===== src/verilog/vcfm_pkg.sv =====
package vcfm_pkg;
   // ************************************
   // Status codes (decimal code in BCD)
   // ************************************
   localparam logic [7:0] CODE_NONE      = 8'h00;
   localparam logic [7:0] CODE_NEW_START = 8'h01;
   localparam logic [7:0] CODE_PWR_FAIL  = 8'h02;
   localparam logic [7:0] CODE_INCONS    = 8'h03;
   localparam logic [7:0] CODE_MEM_CMP   = 8'h04;
   localparam logic [7:0] CODE_CARD      = 8'h05;
   localparam logic [7:0] CODE_CAL_OPEN  = 8'h06;
   localparam logic [7:0] CODE_CNT_SUP   = 8'h10;
   localparam logic [7:0] CODE_FREQ1     = 8'h11;
   localparam logic [7:0] CODE_FREQ2     = 8'h12;
   localparam logic [7:0] CODE_BRK1      = 8'h13;
   localparam logic [7:0] CODE_BRK2      = 8'h14;
   localparam logic [7:0] CODE_SUS1      = 8'h15;
   localparam logic [7:0] CODE_SUS2      = 8'h16;
   localparam logic [7:0] CODE_QMAX      = 8'h20;
   localparam logic [7:0] CODE_RUNUP     = 8'h22;
   localparam logic [7:0] CODE_RUNDN     = 8'h23;
   localparam logic [7:0] CODE_VOVF      = 8'h24;
   localparam logic [7:0] CODE_IVOVF     = 8'h25;
   localparam logic [7:0] CODE_PMEAS     = 8'h30;
   localparam logic [7:0] CODE_PALM      = 8'h31;
   localparam logic [7:0] CODE_PWLO      = 8'h33;
   localparam logic [7:0] CODE_PWHI      = 8'h34;

   // ************************************
   // Severity classes
   // ************************************
   typedef enum logic [1:0] {
      VCFM_SEV_NONE    = 2'h0,
      VCFM_SEV_MESSAGE = 2'h1,
      VCFM_SEV_WARNING = 2'h2,
      VCFM_SEV_ALARM   = 2'h3
   } vcfm_sev_t;

   // ************************************
   // Flag indices (lower index reported first)
   // ************************************
   localparam int NUM_FLAGS = 22;
   localparam int F_NEW_START = 0;
   localparam int F_PWR_FAIL  = 1;
   localparam int F_INCONS    = 2;
   localparam int F_CNT_SUP   = 3;
   localparam int F_FREQ1     = 4;
   localparam int F_FREQ2     = 5;
   localparam int F_QMAX      = 6;
   localparam int F_PMEAS     = 7;
   localparam int F_PALM      = 8;
   localparam int F_MEM_CMP   = 9;
   localparam int F_BRK1      = 10;
   localparam int F_BRK2      = 11;
   localparam int F_SUS1      = 12;
   localparam int F_SUS2      = 13;
   localparam int F_RUNUP     = 14;
   localparam int F_RUNDN     = 15;
   localparam int F_VOVF      = 16;
   localparam int F_PWLO      = 17;
   localparam int F_PWHI      = 18;
   localparam int F_CARD      = 19;
   localparam int F_CAL_OPEN  = 20;
   localparam int F_IVOVF     = 21;

   // ************************************
   // Limits and counter range
   // ************************************
   localparam int FREQ_LIM_NUM  = 18;   // 1.8 = 18/10
   localparam int FLOW_LIM_NUM  = 11;   // 1.1 = 11/10
   localparam int LIM_DEN       = 10;
   localparam int CUR_MIN_UA    = 3000;  // 3 mA
   localparam int CUR_MAX_UA    = 20200; // 20.2 mA
   localparam logic [31:0] VCNT_MAX   = 32'h05f5e0ff; // 99,999,999
   localparam logic [31:0] VCNT_RESET = 32'h00000000;
   localparam int VCNT_W = 27;
endpackage : vcfm_pkg


===== src/verilog/vcfm_monitor.sv =====
// Notes on behaviour
// - Each code has one severity; E00 none.
// - Single deviating counter copy: warn, rewrite majority.
// - No two counter copies agree: alarm.
// - Parameter copy mismatch raises inconsistency alarm.
// - Default parameters at restart raise alarm.
// - Power loss: alarm, stamp times, stop measuring.
// - Card not addressable raises message.
// - Open calibration lock: allow edits, message.
// - Pulse card supply failure raises alarm.
// - Pulse rate above 1.8x limit alarms.
// - Enabled line-breakage detection raises warning.
// - Input deviation: lower one suspect, switch source.
// - Flow above 1.1x maximum raises alarm.
// - Run-up longer than configured period warns.
// - Run-down longer than configured period warns.
// - Eight-digit volume counter wraps, warns each wrap.
// - Interval counter overflow raises message.
// - Pressure current out of range: alarm, substitute.
// - Open lock masks current cause, not supply.
// - Pressure outside alarm band: fault, substitute, unless lock open.
// - Warning limits widened by half hysteresis.
module vcfm_monitor
   import vcfm_pkg::*;
#(
   parameter int FW = 16,
   parameter int TW = 24,
   parameter int PW = 16
) (
   // Clock and reset
   input  wire logic            i_clk,
   input  wire logic            i_sys_rst,
   // System status
   input  wire logic            i_default_params_loaded,
   input  wire logic            i_power_ok,
   input  wire logic [31:0]     i_time_now,
   input  wire logic            i_param_copy_mismatch,
   input  wire logic            i_card_addr_fail,
   input  wire logic            i_cal_lock_open,
   input  wire logic            i_ival_ovf,
   // Pulse inputs
   input  wire logic            i_pulse_supply_fail,
   input  wire logic            i_pulse1,
   input  wire logic            i_pulse2,
   input  wire logic            i_line_break1,
   input  wire logic            i_line_break2,
   input  wire logic            i_brk_mon_en1,
   input  wire logic            i_brk_mon_en2,
   input  wire logic [FW-1:0]   i_freq1,
   input  wire logic [FW-1:0]   i_freq2,
   input  wire logic [FW-1:0]   i_freq_qmax,
   input  wire logic [VCNT_W-1:0] i_dev_limit,
   // Flow
   input  wire logic [FW-1:0]   i_flow,
   input  wire logic [FW-1:0]   i_flow_max,
   input  wire logic [FW-1:0]   i_lower_flow_limit,
   input  wire logic [TW-1:0]   i_runup_period,
   input  wire logic [TW-1:0]   i_rundown_period,
   // Pressure
   input  wire logic [15:0]     i_p_current_ua,
   input  wire logic            i_p_supply_bad,
   input  wire logic [PW-1:0]   i_pressure,
   input  wire logic [PW-1:0]   i_p_alarm_lo,
   input  wire logic [PW-1:0]   i_p_alarm_hi,
   input  wire logic [PW-1:0]   i_p_warn_lo,
   input  wire logic [PW-1:0]   i_p_warn_hi,
   input  wire logic [PW-1:0]   i_p_hyst,
   input  wire logic [PW-1:0]   i_p_substitute,
   // Status outputs
   output logic [NUM_FLAGS-1:0] o_flags,
   output logic [7:0]           o_code,
   output logic [1:0]           o_severity,
   output logic [VCNT_W-1:0]    o_volume,
   output logic                 o_use_input2,
   output logic                 o_measure_en,
   output logic [31:0]          o_outage_start,
   output logic [31:0]          o_outage_end,
   output logic [PW-1:0]        o_pressure_used,
   output logic                 o_cal_write_en
);
   initial begin
      if (FW < 2 || TW < 2 || PW < 2) $error("vcfm_monitor: widths too small");
   end

   // ************************************
   // Input synchronisers
   // ************************************
   localparam int NS = 14;
   logic [NS-1:0] s1_reg;
   logic [NS-1:0] s2_reg;
   always_ff @(posedge i_clk) begin
      s1_reg <= {i_default_params_loaded, i_power_ok, i_param_copy_mismatch,
                 i_card_addr_fail, i_cal_lock_open, i_ival_ovf, i_pulse_supply_fail,
                 i_pulse1, i_pulse2, i_line_break1, i_line_break2, i_brk_mon_en1,
                 i_brk_mon_en2, i_p_supply_bad};
      s2_reg <= s1_reg;
   end
   logic dflt, pwr_ok, pmis, card, cal_open, ivovf, psup, p1, p2, lb1, lb2, en1, en2, psb;
   assign {dflt, pwr_ok, pmis, card, cal_open, ivovf, psup, p1, p2, lb1, lb2, en1, en2,
           psb} = s2_reg;

   // ************************************
   // Power loss and measurement gate
   // ************************************
   logic pwr_prev_reg;
   always_ff @(posedge i_clk) begin
      if (i_sys_rst) begin
         pwr_prev_reg   <= 1'b1;
         o_outage_start <= 32'h0;
         o_outage_end   <= 32'h0;
      end else begin
         pwr_prev_reg <= pwr_ok;
         if (pwr_prev_reg && !pwr_ok) o_outage_start <= i_time_now;
         if (!pwr_prev_reg && pwr_ok) o_outage_end <= i_time_now;
      end
   end
   assign o_measure_en   = pwr_ok;
   assign o_cal_write_en = cal_open;

   // ************************************
   // Triplicated volume counter
   // ************************************
   logic [VCNT_W-1:0] cp_reg [3];
   logic [VCNT_W-1:0] major;
   logic [2:0]        bad;
   logic              none_agree;
   logic              p1_prev_reg;
   logic              p2_prev_reg;
   logic              use2_reg;
   logic              vol_tick;
   logic              wrap;

   vcfm_vote #(.W(VCNT_W)) u_vote (
      .i_cp0   (cp_reg[0]),
      .i_cp1   (cp_reg[1]),
      .i_cp2   (cp_reg[2]),
      .o_major (major),
      .o_bad   (bad),
      .o_none  (none_agree)
   );

   assign vol_tick = pwr_ok && (use2_reg ? (p2 && !p2_prev_reg) : (p1 && !p1_prev_reg));
   assign wrap     = vol_tick && (major == VCNT_MAX[VCNT_W-1:0]);

   genvar g;
   generate
      for (g = 0; g < 3; g++) begin : g_copy
         always_ff @(posedge i_clk) begin
            if (i_sys_rst) cp_reg[g] <= VCNT_RESET[VCNT_W-1:0];
            else if (!none_agree) begin
               if (wrap) cp_reg[g] <= VCNT_RESET[VCNT_W-1:0];
               else if (vol_tick) cp_reg[g] <= major + 1'b1;
               else if (bad[g]) cp_reg[g] <= major;
            end
         end
      end
   endgenerate
   assign o_volume = major;

   // ************************************
   // Pulse input comparison
   // ************************************
   logic [VCNT_W-1:0] c1_reg;
   logic [VCNT_W-1:0] c2_reg;
   logic [VCNT_W-1:0] diff;
   assign diff = (c1_reg > c2_reg) ? c1_reg - c2_reg : c2_reg - c1_reg;
   always_ff @(posedge i_clk) begin
      if (i_sys_rst) begin
         p1_prev_reg <= 1'b0;
         p2_prev_reg <= 1'b0;
         c1_reg      <= '0;
         c2_reg      <= '0;
      end else begin
         p1_prev_reg <= p1;
         p2_prev_reg <= p2;
         if (pwr_ok && p1 && !p1_prev_reg) c1_reg <= c1_reg + 1'b1;
         if (pwr_ok && p2 && !p2_prev_reg) c2_reg <= c2_reg + 1'b1;
      end
   end
   logic dev_hit;
   assign dev_hit = diff > i_dev_limit;
   always_ff @(posedge i_clk) begin
      if (i_sys_rst) use2_reg <= 1'b0;
      else if (dev_hit) use2_reg <= (c1_reg < c2_reg);
   end
   assign o_use_input2 = use2_reg;

   // ************************************
   // Run-up and run-down timers
   // ************************************
   logic [TW-1:0] up_cnt_reg;
   logic [TW-1:0] dn_cnt_reg;
   logic          up_act_reg;
   logic          dn_act_reg;
   logic          below;
   logic          zero;
   logic          below_prev_reg;
   assign zero  = (i_flow == '0);
   assign below = (i_flow < i_lower_flow_limit);
   always_ff @(posedge i_clk) begin
      if (i_sys_rst) begin
         up_act_reg     <= 1'b0;
         dn_act_reg     <= 1'b0;
         up_cnt_reg     <= '0;
         dn_cnt_reg     <= '0;
         below_prev_reg <= 1'b1;
      end else begin
         below_prev_reg <= below;
         if (zero) begin
            up_act_reg <= 1'b1;
            up_cnt_reg <= '0;
         end else if (!below) up_act_reg <= 1'b0;
         else if (up_act_reg && up_cnt_reg != '1) up_cnt_reg <= up_cnt_reg + 1'b1;
         if (below && !below_prev_reg && !zero) begin
            dn_act_reg <= 1'b1;
            dn_cnt_reg <= '0;
         end else if (zero || !below) dn_act_reg <= 1'b0;
         else if (dn_act_reg && dn_cnt_reg != '1) dn_cnt_reg <= dn_cnt_reg + 1'b1;
      end
   end

   // ************************************
   // Pressure checks
   // ************************************
   logic [PW:0] half_h;
   logic        cur_bad;
   logic        alm_band;
   logic        warn_lo;
   logic        warn_hi;
   assign half_h   = {1'b0, i_p_hyst} >> 1;
   assign cur_bad  = (i_p_current_ua < 16'(CUR_MIN_UA)) || (i_p_current_ua > 16'(CUR_MAX_UA));
   assign alm_band = (i_pressure < i_p_alarm_lo) || (i_pressure > i_p_alarm_hi);
   assign warn_lo  = ({1'b0, i_pressure} + half_h) < {1'b0, i_p_warn_lo};
   assign warn_hi  = {1'b0, i_pressure} > ({1'b0, i_p_warn_hi} + half_h);

   // ************************************
   // Condition vector
   // ************************************
   logic [NUM_FLAGS-1:0] cond;
   always_comb begin
      cond = '0;
      cond[F_NEW_START] = dflt;
      cond[F_PWR_FAIL]  = !pwr_ok;
      cond[F_INCONS]    = pmis || none_agree;
      cond[F_MEM_CMP]   = |bad;
      cond[F_CARD]      = card;
      cond[F_CAL_OPEN]  = cal_open;
      cond[F_CNT_SUP]   = psup;
      cond[F_FREQ1]     = (i_freq1 * LIM_DEN) > (i_freq_qmax * FREQ_LIM_NUM);
      cond[F_FREQ2]     = (i_freq2 * LIM_DEN) > (i_freq_qmax * FREQ_LIM_NUM);
      cond[F_BRK1]      = en1 && lb1;
      cond[F_BRK2]      = en2 && lb2;
      cond[F_SUS1]      = dev_hit && (c1_reg < c2_reg);
      cond[F_SUS2]      = dev_hit && (c2_reg < c1_reg);
      cond[F_QMAX]      = (i_flow * LIM_DEN) > (i_flow_max * FLOW_LIM_NUM);
      cond[F_RUNUP]     = up_act_reg && (up_cnt_reg > i_runup_period);
      cond[F_RUNDN]     = dn_act_reg && (dn_cnt_reg > i_rundown_period);
      cond[F_VOVF]      = wrap;
      cond[F_IVOVF]     = ivovf;
      cond[F_PMEAS]     = psb || (cur_bad && !cal_open);
      cond[F_PALM]      = alm_band && !cal_open;
      cond[F_PWLO]      = warn_lo;
      cond[F_PWHI]      = warn_hi;
   end

   always_ff @(posedge i_clk) begin
      if (i_sys_rst) o_pressure_used <= '0;
      else o_pressure_used <= (cond[F_PMEAS] || cond[F_PALM]) ? i_p_substitute
                                                            : i_pressure;
   end

   // ************************************
   // Status flags and reported code
   // ************************************
   localparam logic [7:0] CODES [NUM_FLAGS] = '{
      CODE_NEW_START, CODE_PWR_FAIL, CODE_INCONS, CODE_CNT_SUP, CODE_FREQ1, CODE_FREQ2,
      CODE_QMAX, CODE_PMEAS, CODE_PALM, CODE_MEM_CMP, CODE_BRK1, CODE_BRK2, CODE_SUS1,
      CODE_SUS2, CODE_RUNUP, CODE_RUNDN, CODE_VOVF, CODE_PWLO, CODE_PWHI, CODE_CARD,
      CODE_CAL_OPEN, CODE_IVOVF};
   logic [7:0]  code_next;
   vcfm_sev_t   sev_next;
   always_comb begin
      code_next = CODE_NONE;
      sev_next  = VCFM_SEV_NONE;
      for (int i = NUM_FLAGS - 1; i >= 0; i--) begin
         if (cond[i]) begin
            code_next = CODES[i];
            sev_next  = (i <= F_PALM) ? VCFM_SEV_ALARM :
                        (i <= F_PWHI) ? VCFM_SEV_WARNING : VCFM_SEV_MESSAGE;
         end
      end
   end

   always_ff @(posedge i_clk) begin
      if (i_sys_rst) begin
         o_flags    <= '0;
         o_code     <= CODE_NONE;
         o_severity <= VCFM_SEV_NONE;
      end else begin
         o_flags    <= cond;
         o_code     <= code_next;
         o_severity <= sev_next;
      end
   end
endmodule : vcfm_monitor


===== src/verilog/vcfm_vote.sv =====
module vcfm_vote
   import vcfm_pkg::*;
#(
   parameter int W = 27
) (
   // Three stored copies
   input  wire logic [W-1:0] i_cp0,
   input  wire logic [W-1:0] i_cp1,
   input  wire logic [W-1:0] i_cp2,
   // Vote result
   output logic      [W-1:0] o_major,
   output logic      [2:0]   o_bad,
   output logic              o_none
);
   initial begin
      if (W < 1) $error("vcfm_vote: W must be positive");
   end

   logic e01;
   logic e02;
   logic e12;

   always_comb begin
      e01     = (i_cp0 == i_cp1);
      e02     = (i_cp0 == i_cp2);
      e12     = (i_cp1 == i_cp2);
      o_none  = !e01 && !e02 && !e12;
      o_major = (e01 || e02) ? i_cp0 : i_cp1;
      o_bad   = {e01 && !e02, e02 && !e01, e12 && !e01};
   end
endmodule : vcfm_vote


===== config.mk =====
export PLATFORM = sky130hd
export DESIGN_NAME = vcfm_monitor
export DESIGN_NICKNAME = d
export VERILOG_FILES = /design/src/verilog/vcfm_pkg.sv /design/src/verilog/vcfm_monitor.sv /design/src/verilog/vcfm_vote.sv
export SDC_FILE = /design/constraint.sdc
export NUM_CORES = 1
export LEC_CHECK = 0
export BUFFER_PORTS_ARGS = -buffer_cell sky130_fd_sc_hd__buf_2
export CORE_MARGIN = 2
export CORE_UTILIZATION = 59
export CTS_BUF_LIST = sky130_fd_sc_hd__clkbuf_8
export DETAILED_ROUTE_END_ITERATION = 7
export GPL_TIMING_DRIVEN = 0
export PLACE_DENSITY = 0.84
export SYNTH_ARGS = -nofsm -noshare
export SYNTH_HDL_FRONTEND = slang
export SYNTH_SLANG_ARGS = --single-unit

===== constraint.sdc =====
create_clock -name i_clk -period 6.1 [get_ports i_clk]
set_input_delay 0 -clock i_clk [delete_from_list [all_inputs] [get_ports i_clk]]
set_output_delay 0 -clock i_clk [all_outputs]
set_load 0.05 [all_outputs]

# Yosys cells after proc, flatten, opt, wreduce, memory -nomap -nowiden

Memories as Yosys holds them, arrays and structs flattened.
Index checks and enable logic that the tools add are counted.

Add/sub/neg operators: 9
Multipliers: 5
Order comparisons: 16
Equal/unequal tests: 7
Multiplexer cells: 90
Bitwise logic cells: 11
Reductions and logical operators: 57

Operator list:

| kind                  | count |
|---|---|
| $mux 27               | 11 |
| $mux 6                | 16 |
| $add 27x1->27 const B | 3 |
| $eq 27x27->1          | 3 |
| $mul 16x3->19 const B | 3 |
| $gt 27x27->1          | 2 |
| $lt 27x27->1          | 2 |
| $sub 27x27->27        | 2 |
| $add 24x1->24 const B | 2 |
| $gt 24x24->1          | 2 |
| $ne 24x24->1 const B  | 2 |
| $mux 2                | 23 |
| $gt 20x21->1          | 2 |
| $mul 16x4->20 const B | 2 |
| $mux 1                | 36 |
| $add 16x15->17        | 2 |
| $lt 16x16->1          | 2 |
| $eq 27x27->1 const B  | 1 |
| $logic_and 1x1->1     | 27 |
| $reduce_or 24->1      | 1 |
| $gt 20x20->1          | 1 |
| $gt 16x17->1          | 1 |
| $lt 17x16->1          | 1 |
| $gt 16x15->1 const B  | 1 |
| other kinds (17)      | 47 |

Register bits after elaboration: 249
Bits in writable memories: 81
Input port bits: 347
Output and inout bits: 142
Logic and storage cells: 220
Memories kept: 1

Memory list:

| memory | depth | width | read ports | clocked after memory_dff | write ports | line                | RTL |
|---|---|---|---|---|---|---|---|
| cp_reg | 3     | 27    | 3          | 0                        | 3           | vcfm_monitor.sv:123 | `logic [VCNT_W-1:0] cp_reg [3];` |

# Depth between registers and ports, before layout

Gate-level depths: netlist of run 1.
An unclocked memory read counts as a cell.

Word-level depth: 23
Mapped depth: 26
Gate-level depth less buffers: 26

# Modules after synthesis

From an unflattened synthesis of run 1, not the netlist that was laid out.

Cell total of the unflattened synthesis: 3338
Area total of the unflattened synthesis: 27710.3 sq um

Modules (own cells, without submodules):

| module       | times used | cells each | area an instance (sq um) | sequential area each (sq um) |
|---|---|---|---|---|
| vcfm_monitor | 1          | 3195       | 26385.3                  | 7357.1 |
| vcfm_vote    | 1          | 143        | 1325.0                   | 0.0 |

# Least setup slack after synthesis of run 1

OpenSTA, ideal clock, no wires.

Kind: flip-flop to flip-flop
Start: register c1_reg[17]
End: register o_severity[0]
Setup time: 70 ps
Data arrival time: 5290 ps
Data required time: 6030 ps
Slack: 739 ps
Stages on the path, launching flop included: 26
Path buffers: 2
Period minus slack after synthesis: 5361 ps
Cells stage by stage: dfxtp_1 > inv_1 > ha_1 > clkbuf_1 > nand4_1 > nor4_2 > a2111oi_2 > a32o_1 > nor2_1 > buf_2 > mux2_2 > and2_1 > a311oi_2 > o21ai_1 > xor2_1 > ha_1 > a21o_1 > a21o_1 > a221oi_1 > o211ai_1 > o21ai_0 > or2_2 > and3_1 > nand2_1 > or3_1 > a21oi_1

Word-level cells in the longest chain between the ends: 18
Elaborated cells on any way between the ends: 23
Classes of those cells: add/sub (2); order compare (4); mux (15); reduce/logical (2)

RTL lines:

| element                                               | line                | RTL |
|---|---|---|
| start: declaration                                    | vcfm_monitor.sv:163 | `logic [VCNT_W-1:0] c1_reg;` |
| start signal: assignment                              | vcfm_monitor.sv:176 | `if (pwr_ok && p1 && !p1_prev_reg) c1_reg <= c1_reg + 1'b1;` |
| $sub 27x27->27 / $gt 27x27->1 (equally long branches) | vcfm_monitor.sv:166 | `assign diff = (c1_reg > c2_reg) ? c1_reg - c2_reg : c2_reg - c1_reg;` |
| $mux 27                                               | vcfm_monitor.sv:166 |  |
| $gt 27x27->1                                          | vcfm_monitor.sv:181 | `assign dev_hit = diff > i_dev_limit;` |
| $logic_and 1x1->1                                     | vcfm_monitor.sv:254 | `cond[F_SUS2] = dev_hit && (c2_reg < c1_reg);` |
| $mux 2                                                | vcfm_monitor.sv:286 | `if (cond[i]) begin` |
| $mux 2 (*) (13 in series)                             | vcfm_monitor.sv:286 |  |
| end signal: assignment                                | vcfm_monitor.sv:302 | `o_severity <= sev_next;` |
| end: declaration                                      | vcfm_monitor.sv:72  | `output logic [1:0] o_severity,` |

Mark *: on every way between the ends. The rest lies on a longest branch, timed or not.
A chain may end at the register's enable or synchronous reset.

# Final worst setup path of run 1

Start: register c1_reg[16]
End: register o_severity[0]

The elaborated chain is that of the path after synthesis.

==> results of run 1 <==
## worst max-delay path: cells and delay by family (launching register included)
kind	cells	cell delay [ns]
adder cells (fa/ha/maj)	2	0.67
XOR/XNOR	1	0.16
flip-flops	1	0.45
AO/OA/AOI/OAI	10	2.37
buffers and inverters	3	0.44
AND/OR/NAND/NOR	7	1.47
multiplexers	1	0.35
## cells in the mapped netlist, types with 65 or more instances
master    instances  area [µm²]
nand4_1          68       425.4
inv_1           371        1393
ha_1            443        5543
a21oi_1         278        1391
a21o_1          112       840.8
xor2_1           81       709.4
xnor2_1         201        1760
nand2_1         325        1220
nor3_1           65       325.3
nor2_1          278        1044
dfxtp_1         246        4925
nand3_1         100       500.5
o21ai_0         119       595.6
edfxtp_1         81        2432
## where the power goes
part	switching, mW	total, mW	leakage (nW)	internal, mW
Combinational	1.47	2.52	13.4	1.05
Clock	0.975	2.16	0.703	1.18
Sequential	0.0612	2.35	2.85	2.29
## layer usage
| layer | vias up | track usage (%) |
|---|---|---|
| li1 | 13570 | - |
| met1 | 13080 | 43.96 |
| met2 | 1524 | 59.11 |
| met3 | 377 | 7.472 |
| met4 | 4 | 20.91 |
| met5 | - | 0 |
## cells by family (layout without fill, tap and decap cells)
group           count (synthesis)  in the layout  share of synthesized area, %
mux                            70             70                         2.516
buf+inv                       475           1177                         6.628
simple gates                 1118           1118                         19.07
compound gates                747            747                         16.74
flops                         327            327                         25.64
other cells                     1              9                       0.01307
fa+ha+maj                     464            464                         20.78
xor+xnor                      282            282                         8.608
## final cells by class
cell class	instances	area, µm²
well taps	615	769.5
diodes	6	15.01
clock buffers	68	935.9
multi-input cells	2684	19750
plain buffers	99	535.5
repair buffers	602	3533
fillers	3662	13260
inverters	373	1400
clock inverters	35	270.3
flip-flops and latches	327	7371
## metrics by stage
stage,setup slack (ns),instance area [µm²]
detailed placement,-1.065,31900
floorplan,0.7394,28700
finish,0.07242,34580
global placement,-1.084,31890
CTS,-0.04957,34140
global route,-0.1297,34580
## worst max path at each step
stage / slack [ns] / endpoint / from / depth (start not counted)
5_1_grt: -0.13 / o_severity[0] / c1_reg[16] / 24
6_report: 0.07 / o_severity[0] / c1_reg[16] / 24
4_1_cts: -0.05 / o_severity[0] / c1_reg[11] / 25
3_5_place_dp: -1.06 / o_severity[0] / c1_reg[23] / 24
3_3_place_gp: -1.08 / o_severity[0] / c1_reg[23] / 24
2_1_floorplan: 0.74 / o_severity[0] / c1_reg[17] / 25
## repair_timing
item                                    4_1_cts  5_1_grt
endpoints found under the hold margin        99        0
endpoints found under the setup margin       82       79
pin swaps                                     4       25
hold buffers                                 91        0
gates resized for setup                      21       79
setup buffers                                 6       20
==> metrics.csv, run 1 <==
metric;value;unit
core_area;47850;µm²
fmax;165.9;MHz
numCtsBuffers;55;
clk_latency;0.67;ns
grt_pass1_wl;144300;µm
postSynthCellCount;3484;
synth.distinct_cells;94;
final_cell_mix;buf_2, ha_1, inv_1;
synthesis.area;28690;µm²
status;completed;
hp-start;i_pulse1;
path_cells;inv_1, ha_1, a21oi_1, o21ai_1, a221o_1, a32o_2, nor2_2, buf_6, mux2_2, and2_1, a311oi_2, o21ai_1, xor2_1, ha_1, and4_2, a221oi_4, o211ai_1, o21ai_2, buf_4, or2_4, and3_4, nand2_1, or3_1, a21oi_2;
top_layer_used;met5;
place_inst;4586;
synth_seq_cells;327;
drc;0;
power_density;203.2;nW/µm²
finalClockSkew;0.06139;ns
antenna_found_initial;9;
track_usage;36.06;%
boundaryPins;489;
fp.dieH;224.5;µm
fin_setup_tns;0;ns
clock-sinks;327;
ff2ff_setup_slack;0.07;ns
cp_slowest_cell;dfxtp_1;
total_power;7.028;mW
largest_reg_flops;81;
route.met2.wl;42380;µm
cts-root-buf;clkbuf_8;
critPathMaxStageDelay;0.45;ns
finalMaxSlewViolations;0;
yosys_warnings;0;
grt_max_degree;28;
met1Wirelength;37400;µm
area_growth;20.53;%
critical_path_class;flip-flop to flip-flop;
cp_max_fo;10;
fin_cells;4809;
htree_levels;2;
clkTransAtPathRegs;0.07;ns
critPathRequiredTime;6.64;ns
reg2reg_depth;24;
rr_endpoint;o_severity[0];
num_rows;80;
power.leakage;16.92;nW
rsz0062_at_grt;yes;
first_iter_violations;2551;
min_path_cells;2;
cp-end-kind;flip-flop;
period_needed;6.028;ns
async_flop_share;0;%
final_common_cell;buf_2;
synth-seq-area-share;25.64;%
final-hold-violation-count;0;
setup_viol;0;
cts_buffer_depth;3;
cts_tree;yes;
finalWirelength;94660;µm
finish.utilization;72.28;%
initial_core_util;59.97;%
nets;4953;
ir_worst_vdd;330.4;µV
cap_violations;0;
startpoint_type;flip-flop;
ys.flop_type;dfxtp_1;
syn_area_per_cell;8.236;µm²
tightest_slew;1.224;ns
routed-via-count;28550;
dp_hpwl;72510;µm
wl_met3;8820;µm
hold_slack;0.03408;ns
min_period_over_period;98.81;%
max_slew_margin;17.76;%
fp.dieArea;50410;µm²
drive_above_1_share;18.00;%
r2r-start;c1_reg[16];
port_buffers;483;
grt-ovfl-total;0;
die_w;224.5;µm
arrival;6.57;ns
first_global_vias;27600;
holdPathEnd;s1_reg[6];
antenna_left;0;
via_per_inst;5.938;
place.gp.congestion;1.031;
synth_edf_count;81;
wl_per_cell;19.68;µm
first_pass_iters;7;
min_path_type;primary input to flip-flop;
No activity file was read; power rests on OpenSTA's default activity.
==> run 2: changes to the inputs <==
Settings changed: PLACE_DENSITY 0.84 to 0.83.
==> metrics.csv, run 2 (synthesis results as in run 1) <==
metric;value;unit;change
finalWirelength;94630;µm;about the same
grt-ovfl-total;0;;unchanged
grt_max_degree;28;;unchanged
wl_per_cell;19.69;µm;about the same
cts-root-buf;clkbuf_8;;
finalClockSkew;0.08905;ns;+0.02767 ns
cp_max_fo;10;;unchanged
die_w;224.5;µm;unchanged
final_common_cell;buf_2;;
fp.dieArea;50410;µm²;unchanged
busiest_layer;met2;;
power_density;202.0;nW/µm²;-0.58%
finalMaxSlewViolations;0;;unchanged
cts_tree;yes;;
critPathMaxStageDelay;0.35;ns;-0.10 ns
cp-end-kind;flip-flop;;
htree_levels;2;;unchanged
drc;0;;unchanged
initial_core_util;59.97;%;unchanged
grt_use_met3;8.661;%;+1.2 points
drive_above_1_share;18.06;%;+0.061 points
numCtsBuffers;56;;+1.8%
period_needed;6.019;ns;-0.008741 ns
largest_reg_flops;81;;unchanged
total_power;6.986;mW;-0.59%
antenna_found_initial;7;;-2
dpl_cell_area;31890;µm²;about the same
critPathRequiredTime;6.66;ns;+0.02 ns
antenna_left;0;;unchanged
critical_path_class;flip-flop to flip-flop;;
finish.utilization;72.27;%;about the same
clk_latency;0.68;ns;about the same
max_slew_margin;10.60;%;-7.2 points
fp.dieH;224.5;µm;unchanged
status;completed;;
hold_slack;0.04065;ns;+0.006571 ns
tightest_slew;1.307;ns;+0.08296 ns
met2_usage;59.16;%;about the same
dp_hpwl;72490;µm;about the same
num_rows;80;;unchanged
track_usage;36.21;%;+0.15 points
boundaryPins;489;;unchanged
cap_violations;0;;unchanged
first_iter_violations;2597;;+1.8%
final_cell_mix;buf_2, ha_1, inv_1;;
startpoint_type;flip-flop;;
fmax;166.1;MHz;+0.15%
core_area;47850;µm²;unchanged
cts_buffer_depth;3;;unchanged
port_buffers;483;;unchanged
final-hold-violation-count;0;;unchanged
clkTransAtPathRegs;0.07;ns;about the same
final_cell_area;34580;µm²;about the same
nets;4954;;+0.020%
clock-sinks;327;;unchanged
min_period_over_period;98.67;%;-0.14 points
via_per_inst;5.953;;+0.26%
ir_worst_vdd;170.4;µV;-48%
crit_family;compound AO/OA/AOI/OAI gates;;
place.gp.congestion;1.009;;-2.1%
cp_slowest_cell;dfxtp_1;;
min_path_type;primary input to flip-flop;;
area_growth;20.51;%;about the same
use_met1;43.64;%;-0.32 points
first_pass_iters;6;;-1
cp_num_buf_inv;5;;+2
arrival;6.58;ns;about the same
first_global_vias;27830;;+0.82%
power.leakage;16.88;nW;-0.25%
rsz0062_at_grt;yes;;
setup_viol;0;;unchanged
grt_pass1_wl;144800;µm;+0.33%
routed-via-count;28620;;+0.22%
run 2: cell types whose count changed in the layout (fill, tap and decap cells not counted), sizes merged, moves of 2 or more:
cell | previous run | this run
dlygate4sd3 | 91 | 93
inv | 396 | 390
buf | 547 | 549
bufinv | 4 | 2
clkinvlp | 1 | 4
clkinv | 7 | 5
run 2: layout make-up:
class | count | area, µm²
fill | 3656 | 13270
inverter | 373 | 1400
antenna | 7 | 17.52
clock inverter | 28 | 200.2
buffer | 99 | 538.0
timing repair buffer | 602 | 3545
multi-input combinational | 2684 | 19750
clock buffer | 72 | 991.0
tap | 615 | 769.5
sequential | 327 | 7373
run 2: path summary, 6_finish.rpt:
kind	from	to	slack (ns)	cells past startpoint
max	c1_reg[20]	o_severity[0]	0.08	27
min	i_line_break1	s1_reg[4]	0.04	2
max reg2reg	c1_reg[20]	o_severity[0]	0.08	27
min reg2reg	s1_reg[10]	s2_reg[10]	0.31	0
run 2: layer usage:
layer  vias to the layer above  part of all wire [%]
li1                      13570                     -
met1                     13090                    39
met2                      1595                    44
met3                       365                   9.7
met4                         0                   6.6
met5                         -                     0
run 2: through the flow:
stage | worst slack, ns | instances | TNS, ns
5_1_grt | -0.1744 | 4805 | -0.4317
4_1_cts | 0.01269 | 4784 | 0
2_1_floorplan | 0.7394 | 3486 | 0
6_report | 0.08116 | 4807 | 0
3_3_place_gp | -1.106 | 4584 | -19.99
3_5_place_dp | -1.067 | 4585 | -20.79
run 2: power breakdown:
part | internal (mW) | switching, mW
clock | 1.15 | 0.959
combinational | 1.05 | 1.47
sequential | 2.29 | 0.0620
total | 4.49 | 2.49
run 2: repair_timing:
action	4_1_cts	5_1_grt
pin swaps	9	34
hold buffers	93	0
setup buffers	7	18
endpoints found under the hold margin	99	0
resized for setup	20	78
setup endpoints to repair	82	80
==> run 3: changes to the inputs <==
Settings changed: GPL_TIMING_DRIVEN 0 to unset.
==> metrics.csv, run 3 (synthesis results as in run 1) <==
metric;value;unit;change
status;completed;;
antenna_left;0;;unchanged
cts_tree;yes;;
power_frac_clock;29.8;%;-0.4 points
pre_cts_slack;0.01876;ns;+1.086 ns
arrival;6.35;ns;-0.23 ns
num_rows;80;;unchanged
via_per_inst;5.845;;-1.8%
finish.utilization;71.84;%;-0.43 points
finalWirelength;89160;µm;-5.8%
numCtsBuffers;55;;-1.8%
period_needed;5.748;ns;-0.2708 ns
grt_max_degree;75;;+170%
htree_levels;2;;unchanged
min_period_over_period;94.23;%;-4.4 points
cp-end-kind;flip-flop;;
total_power;6.867;mW;-1.7%
clkTransAtPathRegs;0.06;ns;about the same
cts-root-buf;clkbuf_8;;
wl_per_cell;18.67;µm;-5.1%
internal-power;4.434;mW;-1.4%
core_area;47850;µm²;unchanged
first_iter_violations;2314;;-11%
clock-sinks;327;;unchanged
multiInputGateArea;19600;µm²;-0.73%
cap_violations;0;;unchanged
critical_path_class;flip-flop to flip-flop;;
area_growth;19.79;%;
routed-via-count;27910;;-2.5%
initial_core_util;59.97;%;unchanged
largest_reg_flops;81;;unchanged
place.gp.congestion;0.9715;;-3.7%
setup_viol;0;;unchanged
dp_hpwl;68380;µm;-5.7%
power_density;199.8;nW/µm²;-1.1%
port_buffers;484;;+0.21%
p_switching;2.434;mW;-2.3%
min_path_type;primary input to flip-flop;;
final_common_cell;buf_2;;
cts_buffer_depth;3;;unchanged
use_met1;41.62;%;-2.0 points
nets;4917;;-0.75%
grt_pass1_wl;139000;µm;-4.0%
drc;0;;unchanged
ir_worst_vdd;166.2;µV;-2.5%
critPathRequiredTime;6.71;ns;+0.05 ns
first_global_vias;27410;;-1.5%
fp.dieArea;50410;µm²;unchanged
die_w;224.5;µm;unchanged
fmax;174.0;MHz;+4.7%
grt_use_met3;7.851;%;-0.81 points
regArea;7365;µm²;-0.12%
fillers;3755;;+2.7%
drive_above_1_share;17.86;%;-0.21 points
first_pass_iters;6;;unchanged
finalClockSkew;0.06329;ns;-0.02576 ns
final-hold-violation-count;0;;unchanged
boundaryPins;489;;unchanged
fp.dieH;224.5;µm;unchanged
antenna_found_initial;11;;+4
setup_slack;0.3520;ns;+0.2708 ns
pwr-share-comb;35.8;%;-0.3 points
startpoint_type;flip-flop;;
busiest_layer;met2;;
power.leakage;16.89;nW;+0.11%
track_usage;34.37;%;-1.8 points
swShare;35.44;%;-0.23 points
cp_max_fo;4;;-6
clk_latency;0.68;ns;about the same
grt-ovfl-total;0;;unchanged
tightest_slew;1.216;ns;-0.09074 ns
final_cell_mix;buf_2, ha_1, inv_1;;
seqPwrFrac;34.3;%;+0.6 points
met2_usage;56.45;%;-2.7 points
finalMaxSlewViolations;0;;unchanged
max_slew_margin;18.28;%;+7.7 points
-- run 3: path summary, 6_finish.rpt --
| path | from | endpoint | slack (ns) | cells after the start |
|---|---|---|---|---|
| min | i_pulse1 | s1_reg[6] | 0.02 | 2 |
| max reg2reg | c1_reg[12] | o_severity[0] | 0.35 | 27 |
| max | c1_reg[12] | o_severity[0] | 0.35 | 27 |
| min reg2reg | s1_reg[0] | s2_reg[0] | 0.32 | 0 |
-- run 3: area by class of cell --
class | instances | share of cell area (%)
multi-input combinational | 2684 | 57.03
sequential | 327 | 21.43
timing repair buffer | 665 | 11.82
inverter | 373 | 4.073
clock buffer | 67 | 2.683
tap | 615 | 2.239
clock inverter | 34 | 0.6661
antenna | 10 | 0.07280
-- run 3: metal layers --
metal	up-vias	part of all wire, %
met2	1307	45
li1	13480	-
met3	310	8.9
met4	0	6.0
met1	12820	40
met5	-	0
-- run 3: power groups by stage --
stage | sequential (mW) | combinational, mW | clock (mW)
after detailed placement | 2.40 | 2.32 | 0
after floorplan | 2.53 | 1.52 | 0
after global placement | 2.40 | 2.27 | 0
after CTS | 2.35 | 2.40 | 2.07
final | 2.36 | 2.46 | 2.05
after global routing | 2.36 | 2.74 | 2.16
-- run 3: worst max-delay path, cell delays in order, from the launching register on --
cell and delay [ns]:
dfxtp_1 0.32, inv_1 0.10, ha_4 0.30, nand4_1 0.16, buf_4 0.19, nor4_4 0.39, a2111oi_4 0.14, a32o_2 0.33
buf_4 0.15, or4_1 0.46, o311a_1 0.15, and4bb_2 0.31, a211oi_1 0.07, nor2_1 0.14, xnor2_1 0.15, ha_1 0.27
and4_1 0.23, a221oi_2 0.28, buf_4 0.16, o211ai_1 0.09, o21ai_1 0.15, buf_4 0.18, a311oi_1 0.06, buf_4 0.18
a21oi_2 0.13, nand2_1 0.10, or3_1 0.36, a21oi_1 0.13
-- run 3: stage by stage --
step           hold WS [ns]  instance area (µm²)  setup TNS (ns)  std cells
6_report            0.01892                34370               0       4775
5_1_grt             0.02367                34370        -0.07031       4774
4_1_cts            0.004264                34150               0       4756
3_5_place_dp         0.1047                31960               0       4552
3_3_place_gp         0.1024                31960               0       4552
2_1_floorplan       0.02772                28700               0       3486
-- run 3: what timing repair did --
action | CTS | global route
pin swaps | 0 | 14
hold endpoints to repair | 121 | 0
gates resized for setup | 1 | 33
setup buffers | 0 | 9
hold buffers | 103 | 0
endpoints found under the setup margin | 1 | 6
cloned | 0 | 0
